### config.mk
export PLATFORM = sky130hd
export DESIGN_NAME = asww_top
export DESIGN_NICKNAME = d
export VERILOG_FILES = /design/src/shared/asww_pkg.sv /design/src/verilog/asww_scaler.sv /design/src/verilog/asww_source_mem.sv /design/src/verilog/asww_top.sv
export SDC_FILE = /design/constraint.sdc
export NUM_CORES = 2
export LEC_CHECK = 0
export ABC_AREA = 1
export BUFFER_PORTS_ARGS = -buffer_cell sky130_fd_sc_hd__buf_2
export CAP_MARGIN = 20
export CELL_PAD_IN_SITES_DETAIL_PLACEMENT = 1
export CELL_PAD_IN_SITES_GLOBAL_PLACEMENT = 1
export CORE_UTILIZATION = 48
export CTS_BUF_LIST = sky130_fd_sc_hd__clkbuf_8
export CTS_CLUSTER_SIZE = 10
export DETAILED_ROUTE_END_ITERATION = 7
export PLACE_DENSITY_LB_ADDON = 0.1
export SYNTH_ARGS = -nofsm -noshare
export SYNTH_HDL_FRONTEND = slang
export SYNTH_HIERARCHICAL = 1
export SYNTH_SLANG_ARGS = --single-unit
export TNS_END_PERCENT = 5
### constraint.sdc
create_clock -name aclk -period 32.7 [get_ports aclk]
set_input_delay 4.905 -clock aclk [delete_from_list [all_inputs] [get_ports aclk]]
set_output_delay 4.905 -clock aclk [all_outputs]
set_load 0.005 [all_outputs]
### src/shared/asww_pkg.sv
package asww_pkg;

  // AXI4-Lite register byte offsets
  localparam logic [7:0] ADDR_CTRL     = 8'h00;
  localparam logic [7:0] ADDR_GAIN     = 8'h04;
  localparam logic [7:0] ADDR_OFFSET   = 8'h08;
  localparam logic [7:0] ADDR_UPPER    = 8'h0C;
  localparam logic [7:0] ADDR_LOWER    = 8'h10;
  localparam logic [7:0] ADDR_INPUT    = 8'h14;
  localparam logic [7:0] ADDR_SCALED   = 8'h18;
  localparam logic [7:0] ADDR_REF      = 8'h1C;
  localparam logic [7:0] ADDR_STATUS   = 8'h20;
  localparam logic [7:0] ADDR_IRQ_STAT = 8'h24;
  localparam logic [7:0] ADDR_IRQ_MASK = 8'h28;

  // CTRL field positions
  localparam int CTRL_ENABLE_BIT   = 0;
  localparam int CTRL_RETAIN_BIT   = 1;
  localparam int CTRL_USE_PORT_BIT = 2;
  localparam int CTRL_DEC_LSB      = 4;

  // STATUS / interrupt bit positions
  localparam int ST_ALARM_BIT = 0;
  localparam int ST_ENABLE_BIT = 1;
  localparam int IRQ_ALARM_RISE = 0;
  localparam int IRQ_CAPTURE    = 1;
  localparam int IRQ_SATURATE   = 2;

  // Reset values
  localparam logic [31:0] CTRL_RESET   = 32'h0000_0004;
  localparam logic [15:0] GAIN_RESET   = 16'h0064;
  localparam logic [15:0] OFFSET_RESET = 16'h0000;
  localparam logic [15:0] MARGIN_RESET = 16'h0000;

  // Parameter limits
  localparam int GAIN_MAX     = 1000;
  localparam int OFFSET_MAX   = 10000;
  localparam int MARGIN_MAX   = 20000;
  localparam int OUT_MAX      = 32767;
  localparam int GAIN_SCALE   = 100;
  localparam int PHYS_IN_MAX  = 1000;
  localparam int DEC_MAX      = 3;

  // Source selection counts
  localparam int N_PHYS_IN   = 8;
  localparam int N_MARKER    = 64;
  localparam int N_NET_IN    = 32;
  localparam int N_PHYS_OUT  = 8;
  localparam int N_NET_OUT   = 16;
  localparam int N_SOURCES   = 128;

  localparam logic [1:0] RESP_OKAY   = 2'b00;
  localparam logic [1:0] RESP_SLVERR = 2'b10;

  function automatic logic signed [15:0] sat16(input logic signed [39:0] v,
                                               input int lim);
    if (v > 40'(lim)) begin
      return 16'(lim);
    end else if (v < -40'(lim)) begin
      return 16'(-lim);
    end else begin
      return v[15:0];
    end
  endfunction : sat16

endpackage : asww_pkg

### src/verilog/asww_scaler.sv
`timescale 1ns/100ps
module asww_scaler (
  // Clock and reset
  input  wire logic               aclk,
  input  wire logic               aresetn,
  // Operands
  input  wire logic signed [15:0] value_in,
  input  wire logic signed [15:0] gain_factor,
  input  wire logic signed [15:0] offset_term,
  // Result
  output logic signed [15:0]      scaled,
  output logic                    saturated
);

  typedef struct packed {
    logic signed [15:0] scaled;
    logic               saturated;
  } asww_scl_state_t;

  asww_scl_state_t state;
  asww_scl_state_t next_state;

  logic signed [39:0] product;
  logic signed [39:0] sum;

  always_comb begin
    product = 40'(value_in) * 40'(gain_factor);
    // Quotient rounds toward zero, dropping gain fractions
    sum = product / 40'(asww_pkg::GAIN_SCALE) + 40'(offset_term);
    next_state.scaled = asww_pkg::sat16(sum, asww_pkg::OUT_MAX);
    next_state.saturated = (sum > 40'(asww_pkg::OUT_MAX)) ||
                           (sum < -40'(asww_pkg::OUT_MAX));
  end

  always_ff @(posedge aclk) begin
    if (!aresetn) begin
      state <= '0;
    end else begin
      state <= next_state;
    end
  end

  assign scaled    = state.scaled;
  assign saturated = state.saturated;

endmodule : asww_scaler

### src/verilog/asww_source_mem.sv
`timescale 1ns/100ps
module asww_source_mem (
  // Clock
  input  wire logic        aclk,
  // Write side
  input  wire logic        wr_en,
  input  wire logic [6:0]  wr_addr,
  input  wire logic [15:0] wr_data,
  // Read side
  input  wire logic [6:0]  rd_addr,
  output logic [15:0]      rd_data
);

  // Uninitialised contents are the owning system's concern
  logic [15:0] mem [0:asww_pkg::N_SOURCES-1];

  always_ff @(posedge aclk) begin
    if (wr_en) begin
      mem[wr_addr] <= wr_data;
    end
    rd_data <= mem[rd_addr];
  end

endmodule : asww_source_mem

### src/verilog/asww_top.sv
// The AXI4-Lite interface to the registers and the register addresses were left to the implementer.
`timescale 1ns/100ps
// Notes on behaviour
// - Rising edge of monitor_enable captures analog_in as the reference.
// - Live input and reference are both scaled by gain then offset.
// - Alarm high while enabled and scaled input leaves the margin window.
// - Alarm low inside the window or once monitor_enable drops.
// - Gain is signed hundredths, clamped to minus ten to plus ten.
// - Offset is a signed integer clamped to plus or minus ten thousand.
// - Decimal places, zero to three, are stored only for display.
// - Input chosen among physical, marker, network or block sources.
// - Physical inputs span zero to one thousand internally.
// - Amplifier output equals input times gain plus offset.
// - Amplifier output stays within plus or minus 32767.
// - Upper and lower margins are independent, zero to twenty thousand.
// - Retentive option keeps watchdog state; otherwise reset clears it.
module asww_top (
  // Clock and reset
  input  wire logic        aclk,
  input  wire logic        aresetn,
  // AXI4-Lite write address
  input  wire logic [7:0]  s_axi_awaddr,
  input  wire logic        s_axi_awvalid,
  output logic             s_axi_awready,
  // AXI4-Lite write data
  input  wire logic [31:0] s_axi_wdata,
  input  wire logic [3:0]  s_axi_wstrb,
  input  wire logic        s_axi_wvalid,
  output logic             s_axi_wready,
  // AXI4-Lite write response
  output logic [1:0]       s_axi_bresp,
  output logic             s_axi_bvalid,
  input  wire logic        s_axi_bready,
  // AXI4-Lite read address
  input  wire logic [7:0]  s_axi_araddr,
  input  wire logic        s_axi_arvalid,
  output logic             s_axi_arready,
  // AXI4-Lite read data
  output logic [31:0]      s_axi_rdata,
  output logic [1:0]       s_axi_rresp,
  output logic             s_axi_rvalid,
  input  wire logic        s_axi_rready,
  // Analog source table loading
  input  wire logic        source_wr,
  input  wire logic [6:0]  source_idx,
  input  wire logic [15:0] source_value,
  // Direct analog input and enable
  input  wire logic [15:0] analog_in_port,
  input  wire logic        monitor_enable_port,
  // Outputs
  output logic             watchdog_out,
  output logic [15:0]      scaled_out,
  output logic             irq
);

  typedef struct packed {
    logic               awready;
    logic               wready;
    logic               bvalid;
    logic [1:0]         bresp;
    logic               arready;
    logic               rvalid;
    logic [1:0]         rresp;
    logic [31:0]        rdata;
    logic               aw_held;
    logic               w_held;
    logic [7:0]         aw_addr;
    logic [31:0]        w_data;
    logic [3:0]         w_strb;
    logic [31:0]        ctrl;
    logic [6:0]         src_sel;
    logic signed [15:0] gain;
    logic signed [15:0] offset;
    logic [15:0]        upper;
    logic [15:0]        lower;
    logic signed [15:0] reference;
    logic               en_prev;
    logic               en_settled;
    logic               alarm;
    logic [2:0]         irq_stat;
    logic [2:0]         irq_mask;
    logic               irq;
    logic [15:0]        scaled_out;
  } asww_state_t;

  // Power-up contents; a warm reset may keep the retained fields
  asww_state_t state = '0;
  asww_state_t next_state;

  logic [15:0]        mem_data;
  logic signed [15:0] live_scaled;
  logic signed [15:0] ref_scaled;
  logic               live_sat;
  logic               ref_sat;

  // Same clamp for gain, offset and margin writes
  function automatic logic [15:0] clamp(input logic [31:0] v,
                                        input int lo,
                                        input int hi);
    if ($signed(v) > hi) begin
      return 16'(hi);
    end else if ($signed(v) < lo) begin
      return 16'(lo);
    end else begin
      return v[15:0];
    end
  endfunction : clamp

  asww_source_mem u_mem (
    .aclk    (aclk),
    .wr_en   (source_wr),
    .wr_addr (source_idx),
    .wr_data (source_value),
    .rd_addr (state.src_sel),
    .rd_data (mem_data)
  );

  // Selected source: table entry or direct port
  logic signed [15:0] analog_in;
  logic               monitor_enable;
  assign analog_in = state.ctrl[asww_pkg::CTRL_USE_PORT_BIT] ?
                     analog_in_port : mem_data;
  assign monitor_enable = monitor_enable_port |
                          state.ctrl[asww_pkg::CTRL_ENABLE_BIT];

  asww_scaler u_live (
    .aclk        (aclk),
    .aresetn     (aresetn),
    .value_in    (analog_in),
    .gain_factor (state.gain),
    .offset_term (state.offset),
    .scaled      (live_scaled),
    .saturated   (live_sat)
  );

  asww_scaler u_ref (
    .aclk        (aclk),
    .aresetn     (aresetn),
    .value_in    (state.reference),
    .gain_factor (state.gain),
    .offset_term (state.offset),
    .scaled      (ref_scaled),
    .saturated   (ref_sat)
  );

  logic signed [17:0] win_hi;
  logic signed [17:0] win_lo;
  logic               outside;
  logic               rise;
  logic [2:0]         events;
  logic               wr_go;
  logic               rd_go;
  logic [31:0]        wmask;
  logic [31:0]        wval;
  logic [31:0]        rval;
  logic               rd_ok;
  logic               wr_ok;

  always_comb begin
    next_state = state;
    rise = monitor_enable && !state.en_prev;
    next_state.en_prev = monitor_enable;
    next_state.en_settled = monitor_enable && state.en_prev;
    if (rise) begin
      next_state.reference = analog_in;
    end
    win_hi = 18'(ref_scaled) + 18'($signed({1'b0, state.upper}));
    win_lo = 18'(ref_scaled) - 18'($signed({1'b0, state.lower}));
    outside = (18'(live_scaled) > win_hi) || (18'(live_scaled) < win_lo);
    // Window judged every cycle; dropping enable clears at once.
    // Until the new reference has passed its scaler the alarm holds,
    // so a stale reference never raises it.
    next_state.alarm = monitor_enable &&
                       (state.en_settled ? outside : state.alarm);
    next_state.scaled_out = live_scaled;
    events = 3'b000;
    events[asww_pkg::IRQ_ALARM_RISE] = next_state.alarm && !state.alarm;
    events[asww_pkg::IRQ_CAPTURE] = rise;
    events[asww_pkg::IRQ_SATURATE] = live_sat || ref_sat;

    // AXI write channel
    if (s_axi_awvalid && state.awready) begin
      next_state.aw_held = 1'b1;
      next_state.aw_addr = s_axi_awaddr;
      next_state.awready = 1'b0;
    end
    if (s_axi_wvalid && state.wready) begin
      next_state.w_held = 1'b1;
      next_state.w_data = s_axi_wdata;
      next_state.w_strb = s_axi_wstrb;
      next_state.wready = 1'b0;
    end
    wr_go = state.aw_held && state.w_held && !state.bvalid;
    for (int i = 0; i < 4; i++) begin
      wmask[i*8 +: 8] = {8{state.w_strb[i]}};
    end
    wval = state.w_data;
    wr_ok = 1'b1;
    next_state.irq_stat = state.irq_stat;
    if (wr_go) begin
      next_state.aw_held = 1'b0;
      next_state.w_held = 1'b0;
      next_state.bvalid = 1'b1;
      case (state.aw_addr)
        asww_pkg::ADDR_CTRL: begin
          next_state.ctrl = (state.ctrl & ~wmask) | (wval & wmask);
          // Decimal places only feed display, never the datapath
          if (next_state.ctrl[asww_pkg::CTRL_DEC_LSB +: 2] >
              2'(asww_pkg::DEC_MAX)) begin
            next_state.ctrl[asww_pkg::CTRL_DEC_LSB +: 2] =
              2'(asww_pkg::DEC_MAX);
          end
        end
        asww_pkg::ADDR_GAIN: next_state.gain = clamp(wval,
          -asww_pkg::GAIN_MAX, asww_pkg::GAIN_MAX);
        asww_pkg::ADDR_OFFSET: next_state.offset = clamp(wval,
          -asww_pkg::OFFSET_MAX, asww_pkg::OFFSET_MAX);
        asww_pkg::ADDR_UPPER: next_state.upper = clamp(wval,
          0, asww_pkg::MARGIN_MAX);
        asww_pkg::ADDR_LOWER: next_state.lower = clamp(wval,
          0, asww_pkg::MARGIN_MAX);
        asww_pkg::ADDR_INPUT: next_state.src_sel = wval[6:0];
        asww_pkg::ADDR_IRQ_STAT: next_state.irq_stat =
          state.irq_stat & ~wval[2:0];
        asww_pkg::ADDR_IRQ_MASK: next_state.irq_mask = wval[2:0];
        default: wr_ok = 1'b0;
      endcase
      next_state.bresp = wr_ok ? asww_pkg::RESP_OKAY : asww_pkg::RESP_SLVERR;
    end
    // Set wins over a write-one clear in the same cycle
    next_state.irq_stat = next_state.irq_stat | events;
    if (state.bvalid && s_axi_bready) begin
      next_state.bvalid = 1'b0;
      next_state.awready = 1'b1;
      next_state.wready = 1'b1;
    end

    // AXI read channel
    rd_go = s_axi_arvalid && state.arready;
    rd_ok = 1'b1;
    case (s_axi_araddr)
      asww_pkg::ADDR_CTRL:     rval = state.ctrl;
      asww_pkg::ADDR_GAIN:     rval = 32'($signed(state.gain));
      asww_pkg::ADDR_OFFSET:   rval = 32'($signed(state.offset));
      asww_pkg::ADDR_UPPER:    rval = {16'h0000, state.upper};
      asww_pkg::ADDR_LOWER:    rval = {16'h0000, state.lower};
      asww_pkg::ADDR_INPUT:    rval = {25'h0000000, state.src_sel};
      asww_pkg::ADDR_SCALED:   rval = 32'($signed(state.scaled_out));
      asww_pkg::ADDR_REF:      rval = 32'($signed(state.reference));
      asww_pkg::ADDR_STATUS:   rval = {30'h00000000, monitor_enable,
                                       state.alarm};
      asww_pkg::ADDR_IRQ_STAT: rval = {29'h00000000, state.irq_stat};
      asww_pkg::ADDR_IRQ_MASK: rval = {29'h00000000, state.irq_mask};
      default: begin
        rval = 32'h0000_0000;
        rd_ok = 1'b0;
      end
    endcase
    if (rd_go) begin
      next_state.arready = 1'b0;
      next_state.rvalid = 1'b1;
      next_state.rdata = rval;
      next_state.rresp = rd_ok ? asww_pkg::RESP_OKAY : asww_pkg::RESP_SLVERR;
    end
    if (state.rvalid && s_axi_rready) begin
      next_state.rvalid = 1'b0;
      next_state.arready = 1'b1;
    end
    next_state.irq = |(next_state.irq_stat & next_state.irq_mask);
  end

  // Retentive mode keeps reference and alarm across reset
  always_ff @(posedge aclk) begin
    if (!aresetn) begin
      state.awready  <= 1'b1;
      state.wready   <= 1'b1;
      state.bvalid   <= 1'b0;
      state.bresp    <= asww_pkg::RESP_OKAY;
      state.arready  <= 1'b1;
      state.rvalid   <= 1'b0;
      state.rresp    <= asww_pkg::RESP_OKAY;
      state.rdata    <= 32'h0000_0000;
      state.aw_held  <= 1'b0;
      state.w_held   <= 1'b0;
      state.aw_addr  <= 8'h00;
      state.w_data   <= 32'h0000_0000;
      state.w_strb   <= 4'h0;
      state.src_sel  <= 7'h00;
      state.gain     <= asww_pkg::GAIN_RESET;
      state.offset   <= asww_pkg::OFFSET_RESET;
      state.upper    <= asww_pkg::MARGIN_RESET;
      state.lower    <= asww_pkg::MARGIN_RESET;
      state.irq_stat <= 3'h0;
      state.irq_mask <= 3'h0;
      state.irq      <= 1'b0;
      state.scaled_out <= 16'h0000;
      // Retain bit itself survives so the option outlives the reset
      state.ctrl     <= asww_pkg::CTRL_RESET |
                        (state.ctrl & 32'h0000_0002);
      // Scalers restart from zero, so the window waits for them to refill
      state.en_settled <= 1'b0;
      if (!state.ctrl[asww_pkg::CTRL_RETAIN_BIT]) begin
        state.reference <= 16'h0000;
        state.en_prev   <= 1'b0;
        state.alarm     <= 1'b0;
      end
    end else begin
      state <= next_state;
    end
  end

  assign s_axi_awready = state.awready;
  assign s_axi_wready  = state.wready;
  assign s_axi_bvalid  = state.bvalid;
  assign s_axi_bresp   = state.bresp;
  assign s_axi_arready = state.arready;
  assign s_axi_rvalid  = state.rvalid;
  assign s_axi_rresp   = state.rresp;
  assign s_axi_rdata   = state.rdata;
  assign watchdog_out  = state.alarm;
  assign scaled_out    = state.scaled_out;
  assign irq           = state.irq;

endmodule : asww_top

### Yosys cells after proc, flatten, opt, wreduce, memory -nomap -nowiden

Memories as Yosys holds them, arrays and structs flattened. A register that Yosys moved wholly into a read port is not among the register bits.
Index checks and enable logic that the tools add are counted.

* register bits after elaboration: 266
* memory bits (writable): 2048
* input bits: 100
* output and inout port bits: 59
* logic and storage cells: 149
* memories: 1

Memory list
* u_mem.mem: depth 128, width 16, rd ports 1, clocked after memory_dff 1, write ports 1, RTL line asww_source_mem.sv:15 `logic [15:0] mem [0:asww_pkg::N_SOURCES-1];`

* add/sub/neg operators: 4
* multipliers: 2
* divide/modulo/power cells: 2
* $lt $le $gt $ge: 13
* eq/ne operators: 19
* mux-type cells: 28
* bitwise logic cells: 10
* reductions and logical operators: 36

Operators with widths (count)
* 32-bit case mux with 11 select lines: 1
* 16-bit 2-to-1 mux: 10
* 40-bit by 16-bit adder with 40-bit output: 2
* 40-bit by 8-bit divider with 40-bit output, second input constant: 2
* 40-bit by 16-bit > comparator with 1-bit output, second input constant: 2
* 40-bit by 16-bit < comparator with 1-bit output, second input constant: 2
* 32-bit AND: 2
* 16-bit by 16-bit multiplier with 32-bit output: 2
* 8-bit by 5-bit equality test with 1-bit output, second input constant: 6
* 42-bit 2-to-1 mux: 1
* 8-bit by 6-bit equality test with 1-bit output, second input constant: 5
* 8-bit by 4-bit equality test with 1-bit output, second input constant: 4
* 32-bit by 11-bit > comparator with 1-bit output, second input constant: 1
* 32-bit by 15-bit > comparator with 1-bit output, second input constant: 1
* 32-bit by 16-bit > comparator with 1-bit output, second input constant: 1
* 32-bit by 1-bit < comparator with 1-bit output, second input constant: 1
* 32-bit by 11-bit < comparator with 1-bit output, second input constant: 1
* 32-bit by 15-bit < comparator with 1-bit output, second input constant: 1
* 32-bit inverter: 1
* 32-bit bitwise OR: 1
* 15-bit 2-to-1 mux: 2
* 16-bit by 17-bit adder with 18-bit output: 1
* 16-bit by 18-bit > comparator with 1-bit output: 1
* 16-bit by 18-bit < comparator with 1-bit output: 1
* 25 further kinds: 62

### Logic depth before layout (Yosys ltp)

* depth after elaboration: 10
* depth in mapped cells: 211
* depth with buffers taken out: 207

### By module

The synthesis kept the hierarchy.

Modules (own cells, without submodules)
* asww_source_mem: times used 1, cells an instance 6793, area an instance 82828.2 µm², seq. area each 61819.3 µm²
* asww_scaler (u_live): times used 1, cells an instance 3085, area an instance 20581.0 µm², seq. area each 340.3 µm²
* asww_scaler (u_ref): times used 1, cells an instance 3068, area an instance 19622.6 µm², seq. area each 340.3 µm²
* asww_top: times used 1, cells an instance 1751, area an instance 12756.0 µm², seq. area each 4794.6 µm²

### Worst setup path after synthesis

No wires, ideal clock.

* kind: input to register
* start point: input analog_in_port[15]
* end point: register u_live.state, in the netlist u_live/saturated
* setup time: 0.117 ns
* data arrival time: 26.995 ns
* data required time: 32.583 ns
* slack: 5.589 ns
* stages: 166
* path through: nand2_1 > nand2_1 > clkbuf_1 > nand2_1 > fa_1 > inv_1 > fa_1 > fa_1 > fa_1 > inv_1 > fa_1 > fa_1 > inv_1 > ha_1 > inv_1 > nor3_1 > nand2_1 > o211ai_1 > (+130 left out) > inv_1 > o31ai_1 > nand3_1 > o21ba_2 > o21ai_0 > nand3_1 > nand2_1 > nand3_1 > nand2_1 > nand3_1 > nand2_1 > nand3_1 > nand2_1 > xor2_1 > or4_2 > nand4_2 > buf_6 > nand2_1

* longest elaborated chain between the ends: 6
* elaborated cells between the ends (all ways): 7
* classes of those cells: 1 x add/sub; 1 x mul; 1 x div; 2 x order compare; 1 x mux; 1 x reduce/logical

Ends and longest elaborated chain
* start: declaration: RTL line asww_top.sv:48 `input wire logic [15:0] analog_in_port,`
* 16-bit 2-to-1 mux *: RTL line asww_top.sv:121 `assign analog_in = state.ctrl[asww_pkg::CTRL_USE_PORT_BIT] ?`
* named net analog_in[15]: RTL line asww_top.sv:119 `logic signed [15:0] analog_in;`
* 16-bit by 16-bit multiplier with 32-bit output *: RTL line asww_scaler.sv:27 `product = 40'(value_in) * 40'(gain_factor);`
* 40-bit by 8-bit divider with 40-bit output *: RTL line asww_scaler.sv:29 `sum = product / 40'(asww_pkg::GAIN_SCALE) + 40'(offset_term);`
* 40-bit by 16-bit adder with 40-bit output *: RTL line asww_scaler.sv:29
* 40-bit by 16-bit > comparator with 1-bit output or 40-bit by 16-bit < comparator with 1-bit output (tied branches): RTL line asww_scaler.sv:31, asww_scaler.sv:32
* 1-bit logical OR *: RTL line asww_scaler.sv:31 `next_state.saturated = (sum > 40'(asww_pkg::OUT_MAX)) ||`
* end signal: assignment: RTL line asww_scaler.sv:39 `state <= next_state;`
* end: declaration: RTL line asww_scaler.sv:20 `asww_scl_state_t state;`

Mark *: on every way through the listed nets, which the timed path passes. The rest lies on a longest branch.
A chain may end at the register's enable or synchronous reset.

### Worst setup path in the final report

* start point: input analog_in_port[0]
* end point: register u_live.state, in the netlist u_live/scaled[10]

* longest elaborated chain between the ends: 7
* elaborated cells between the ends (all ways): 8
* classes of those cells: 1 x add/sub; 1 x mul; 1 x div; 2 x order compare; 3 x mux

Ends and longest elaborated chain
* 16-bit 2-to-1 mux *: RTL line asww_top.sv:121
* named net analog_in[0]: RTL line asww_top.sv:119
* 16-bit by 16-bit multiplier with 32-bit output *: RTL line asww_scaler.sv:27
* 40-bit by 8-bit divider with 40-bit output *: RTL line asww_scaler.sv:29
* 40-bit by 16-bit adder with 40-bit output *: RTL line asww_scaler.sv:29
* 40-bit by 16-bit < comparator with 1-bit output: RTL line asww_pkg.sv:59 `end else if (v < -40'(lim)) begin`
* 16-bit 2-to-1 mux: RTL line asww_pkg.sv:59
* 15-bit 2-to-1 mux *: RTL line asww_pkg.sv:57 `if (v > 40'(lim)) begin`

Marks and branches as above.

==> flow_summary.ini <==
[outcome]
status = finished clean

[timing]
min_period_ps = 30050
drv_slew = 0
worst_slew_pin_slew_ps = 1160
slew_headroom = 0.227
hold_viol = 0
finalClockSkew_ps = 71.6
fmaxAchievable_mhz = 33.3
setup_violations = 0
tns_ps = 0
rsz0062_at_grt = false
layout_worst_path_cycle_share = 0.919

[logic_synthesis]
syn-cell-area_um2 = 136000
synth_adder_area_share = 0.107
syn_avg_cell_area_um2 = 9.24
async_reset_ff_frac = 0
synth_xor_area_frac = 0.0158
synth_warnings = 6
synth-seq-cells = 2328
synthSimpleGateAreaFrac = 0.270
synth_top_family_by_area = simple AND/OR/NAND/NOR gates
seq_area_frac_synth = 0.496
synth_cell_types = 85
netlist_instances = 14697
synth-compound-area-share = 0.0340
synth-edff-count = 2067
synth_ff_type = edfxtp_1
synthMuxAreaShare = 0

[worst_setup_path]
worstPathRequired_ps = 33550
crit_path_max_incr_delay_ps = 710
cp_slowest_cell = or4_2
worst_setup_path_end_kind = register
path_common_cell = nand2_4
reg2reg_depth = 168
critical_path_arrival_ps = 30900
cp_max_fo = 16
crit_path_start = analog_in_port[0]
startpoint_type = input port
crit_type = input port to register

[detailed_routing]
routedWlPerCell_um = 24.4
ant_nets = 0
dr.pass1.iters = 5
drc = 0
vias = 106213
drt_iter0_markers = 8180
totalWireLength_um = 460000
avgViaCountPerCell = 5.65

[global_route]
met2_usage = 0.551
use_met3 = 0.0385
antenna_found_initial = 20
grt_usage = 0.321
grt_pass1_wl_um = 693000
gr-max-usage-layer = met2
grt_max_degree = 208
grt_overflow = 0
grt_util_met1 = 0.402
grt_pass1_vias = 112813

[die]
core_area_um2 = 280000
dieArea_um2 = 285000
rows = 194
fp.dieH_um = 534
start_util = 0.484
dieWidth_um = 534
io_pins = 159

[clock_tree]
cts_tree = built
clk_latency_ps = 1040
cts_buffers = 387
cts_max_path_buffers = 4
cts_setup_buffers = 0
h-tree-depth = 5
clk_pin_slew_ps = 60
clkSinkCount = 2328
cts_root_buf = clkbuf_8

[layout]
drive_gt1_frac = 0.113
nets = 15714
area_growth_pct = 7.98
final_design_area_no_fill_um2 = 147000
regArea_um2 = 67300
multiInputGateArea_um2 = 58000
fillers = 32043

[placement]
portBuffers = 156
place_hpwl_um = 316000
dpl-instance-area_um2 = 139000
place_congestion = 0.940

[worst_hold_path]
hold_class = register to register
worstHoldPathCells = 2

[run]
drv_cap = 0
flip-flops by register name (all words and copies together), names as in the netlist, 16 cells and up, named ones only:
signal         flops
u_live/scaled     16
s_axi_rdata       32
wval              32
u_ref/scaled      16
state            109
u_mem/mem       2048
u_mem/rd_data     16
scaled_out        16
layout by cell type, fill, tap and decap left out, drive strengths merged, types with 24 or more instances in the layout:
cell type     n
a211oi       24
clkinv      173
nand3      2514
o21ai       297
dfxtp       261
clkbuf      400
a21oi       377
buf         402
edfxtp     2067
xnor2        70
nor4         24
nand4       206
inv        1883
xor2        174
o211ai       32
nand2      4474
ha          317
nor2        621
nor3         76
fa          528
cell usage after synthesis, drive strengths merged (13+ instances only):
cell,count,share of area
clkinv,35,0.0011
nor2,621,0.020
ha,317,0.029
or2,17,0.00080
dfxtp,261,0.038
a21oi,377,0.015
xnor2,70,0.0046
xor2,174,0.011
clkbuf,241,0.0069
buf,479,0.021
nor3,76,0.0034
nand4,206,0.011
a211oi,24,0.0013
nor4,24,0.0011
fa,528,0.078
a31oi,13,0.00060
edfxtp,2067,0.46
o211ai,32,0.0018
o21ai,297,0.011
nand2,4474,0.14
nand3,2514,0.096
inv,1740,0.048
stage by stage:
step | setup WS (ps) | cells | utilization | hold WS (ps)
detailed placement | 1190 | 18096 | 0.497 | 445
CTS | 2140 | 18786 | 0.522 | 453
finish | 2650 | 18809 | 0.523 | 450
global placement | 2070 | 18095 | 0.497 | 440
floorplan | 5590 | 14698 | - | 417
global route | 73.2 | 18799 | 0.523 | 477
layer usage:
metal | share of wire | up-vias
li1 | - | 48709
met1 | 0.41 | 53503
met2 | 0.49 | 3086
met3 | 0.054 | 907
met4 | 0.052 | 8
met5 | 0.00011 | -
area by class of cell:
cell class	count	share of cell area
clock buffer	400	0.0375
timing repair buffer	402	0.0196
antenna	15	0.000256
clock inverter	290	0.0102
tap	3724	0.0318
multi-input combinational	9873	0.395
inverter	1777	0.0461
sequential	2328	0.459
critical path: cells and delay by family:
kind,cells,cell delay (ps)
adder cells (fa/ha/maj),9,4200
AO/OA/AOI/OAI,16,2920
buffers and inverters,10,850
XOR/XNOR,2,230
AND/OR/NAND/NOR,131,17730
worst paths after layout:
path | end | slack [ps]
worst max-delay path | u_live/scaled[10]$_SDFF_PN0_ | 2650
worst min-delay path | register | 450
worst max register to register | u_live/scaled[10]$_SDFF_PN0_ | 4940
worst min register to register | register | 450
repair_timing:
action | in CTS | in global routing
endpoints found under the setup margin | 0 | 17
resized for setup | 0 | 2
hold buffers | 0 | 0
logic make-up (layout without fill, tap and decap cells):
| group | after synthesis | count (layout) |
|---|---|---|
| fa+ha+maj | 845 | 845 |
| xor+xnor | 244 | 244 |
| simple gates | 7965 | 7965 |
| compound gates | 817 | 817 |
| buf+inv | 2497 | 2869 |
| flops | 2328 | 2328 |
| other cells | 1 | 17 |
Power is left out: the tool's default activity adds up to more than one toggle a clock period on the data nets, which glitch-free logic cannot reach.
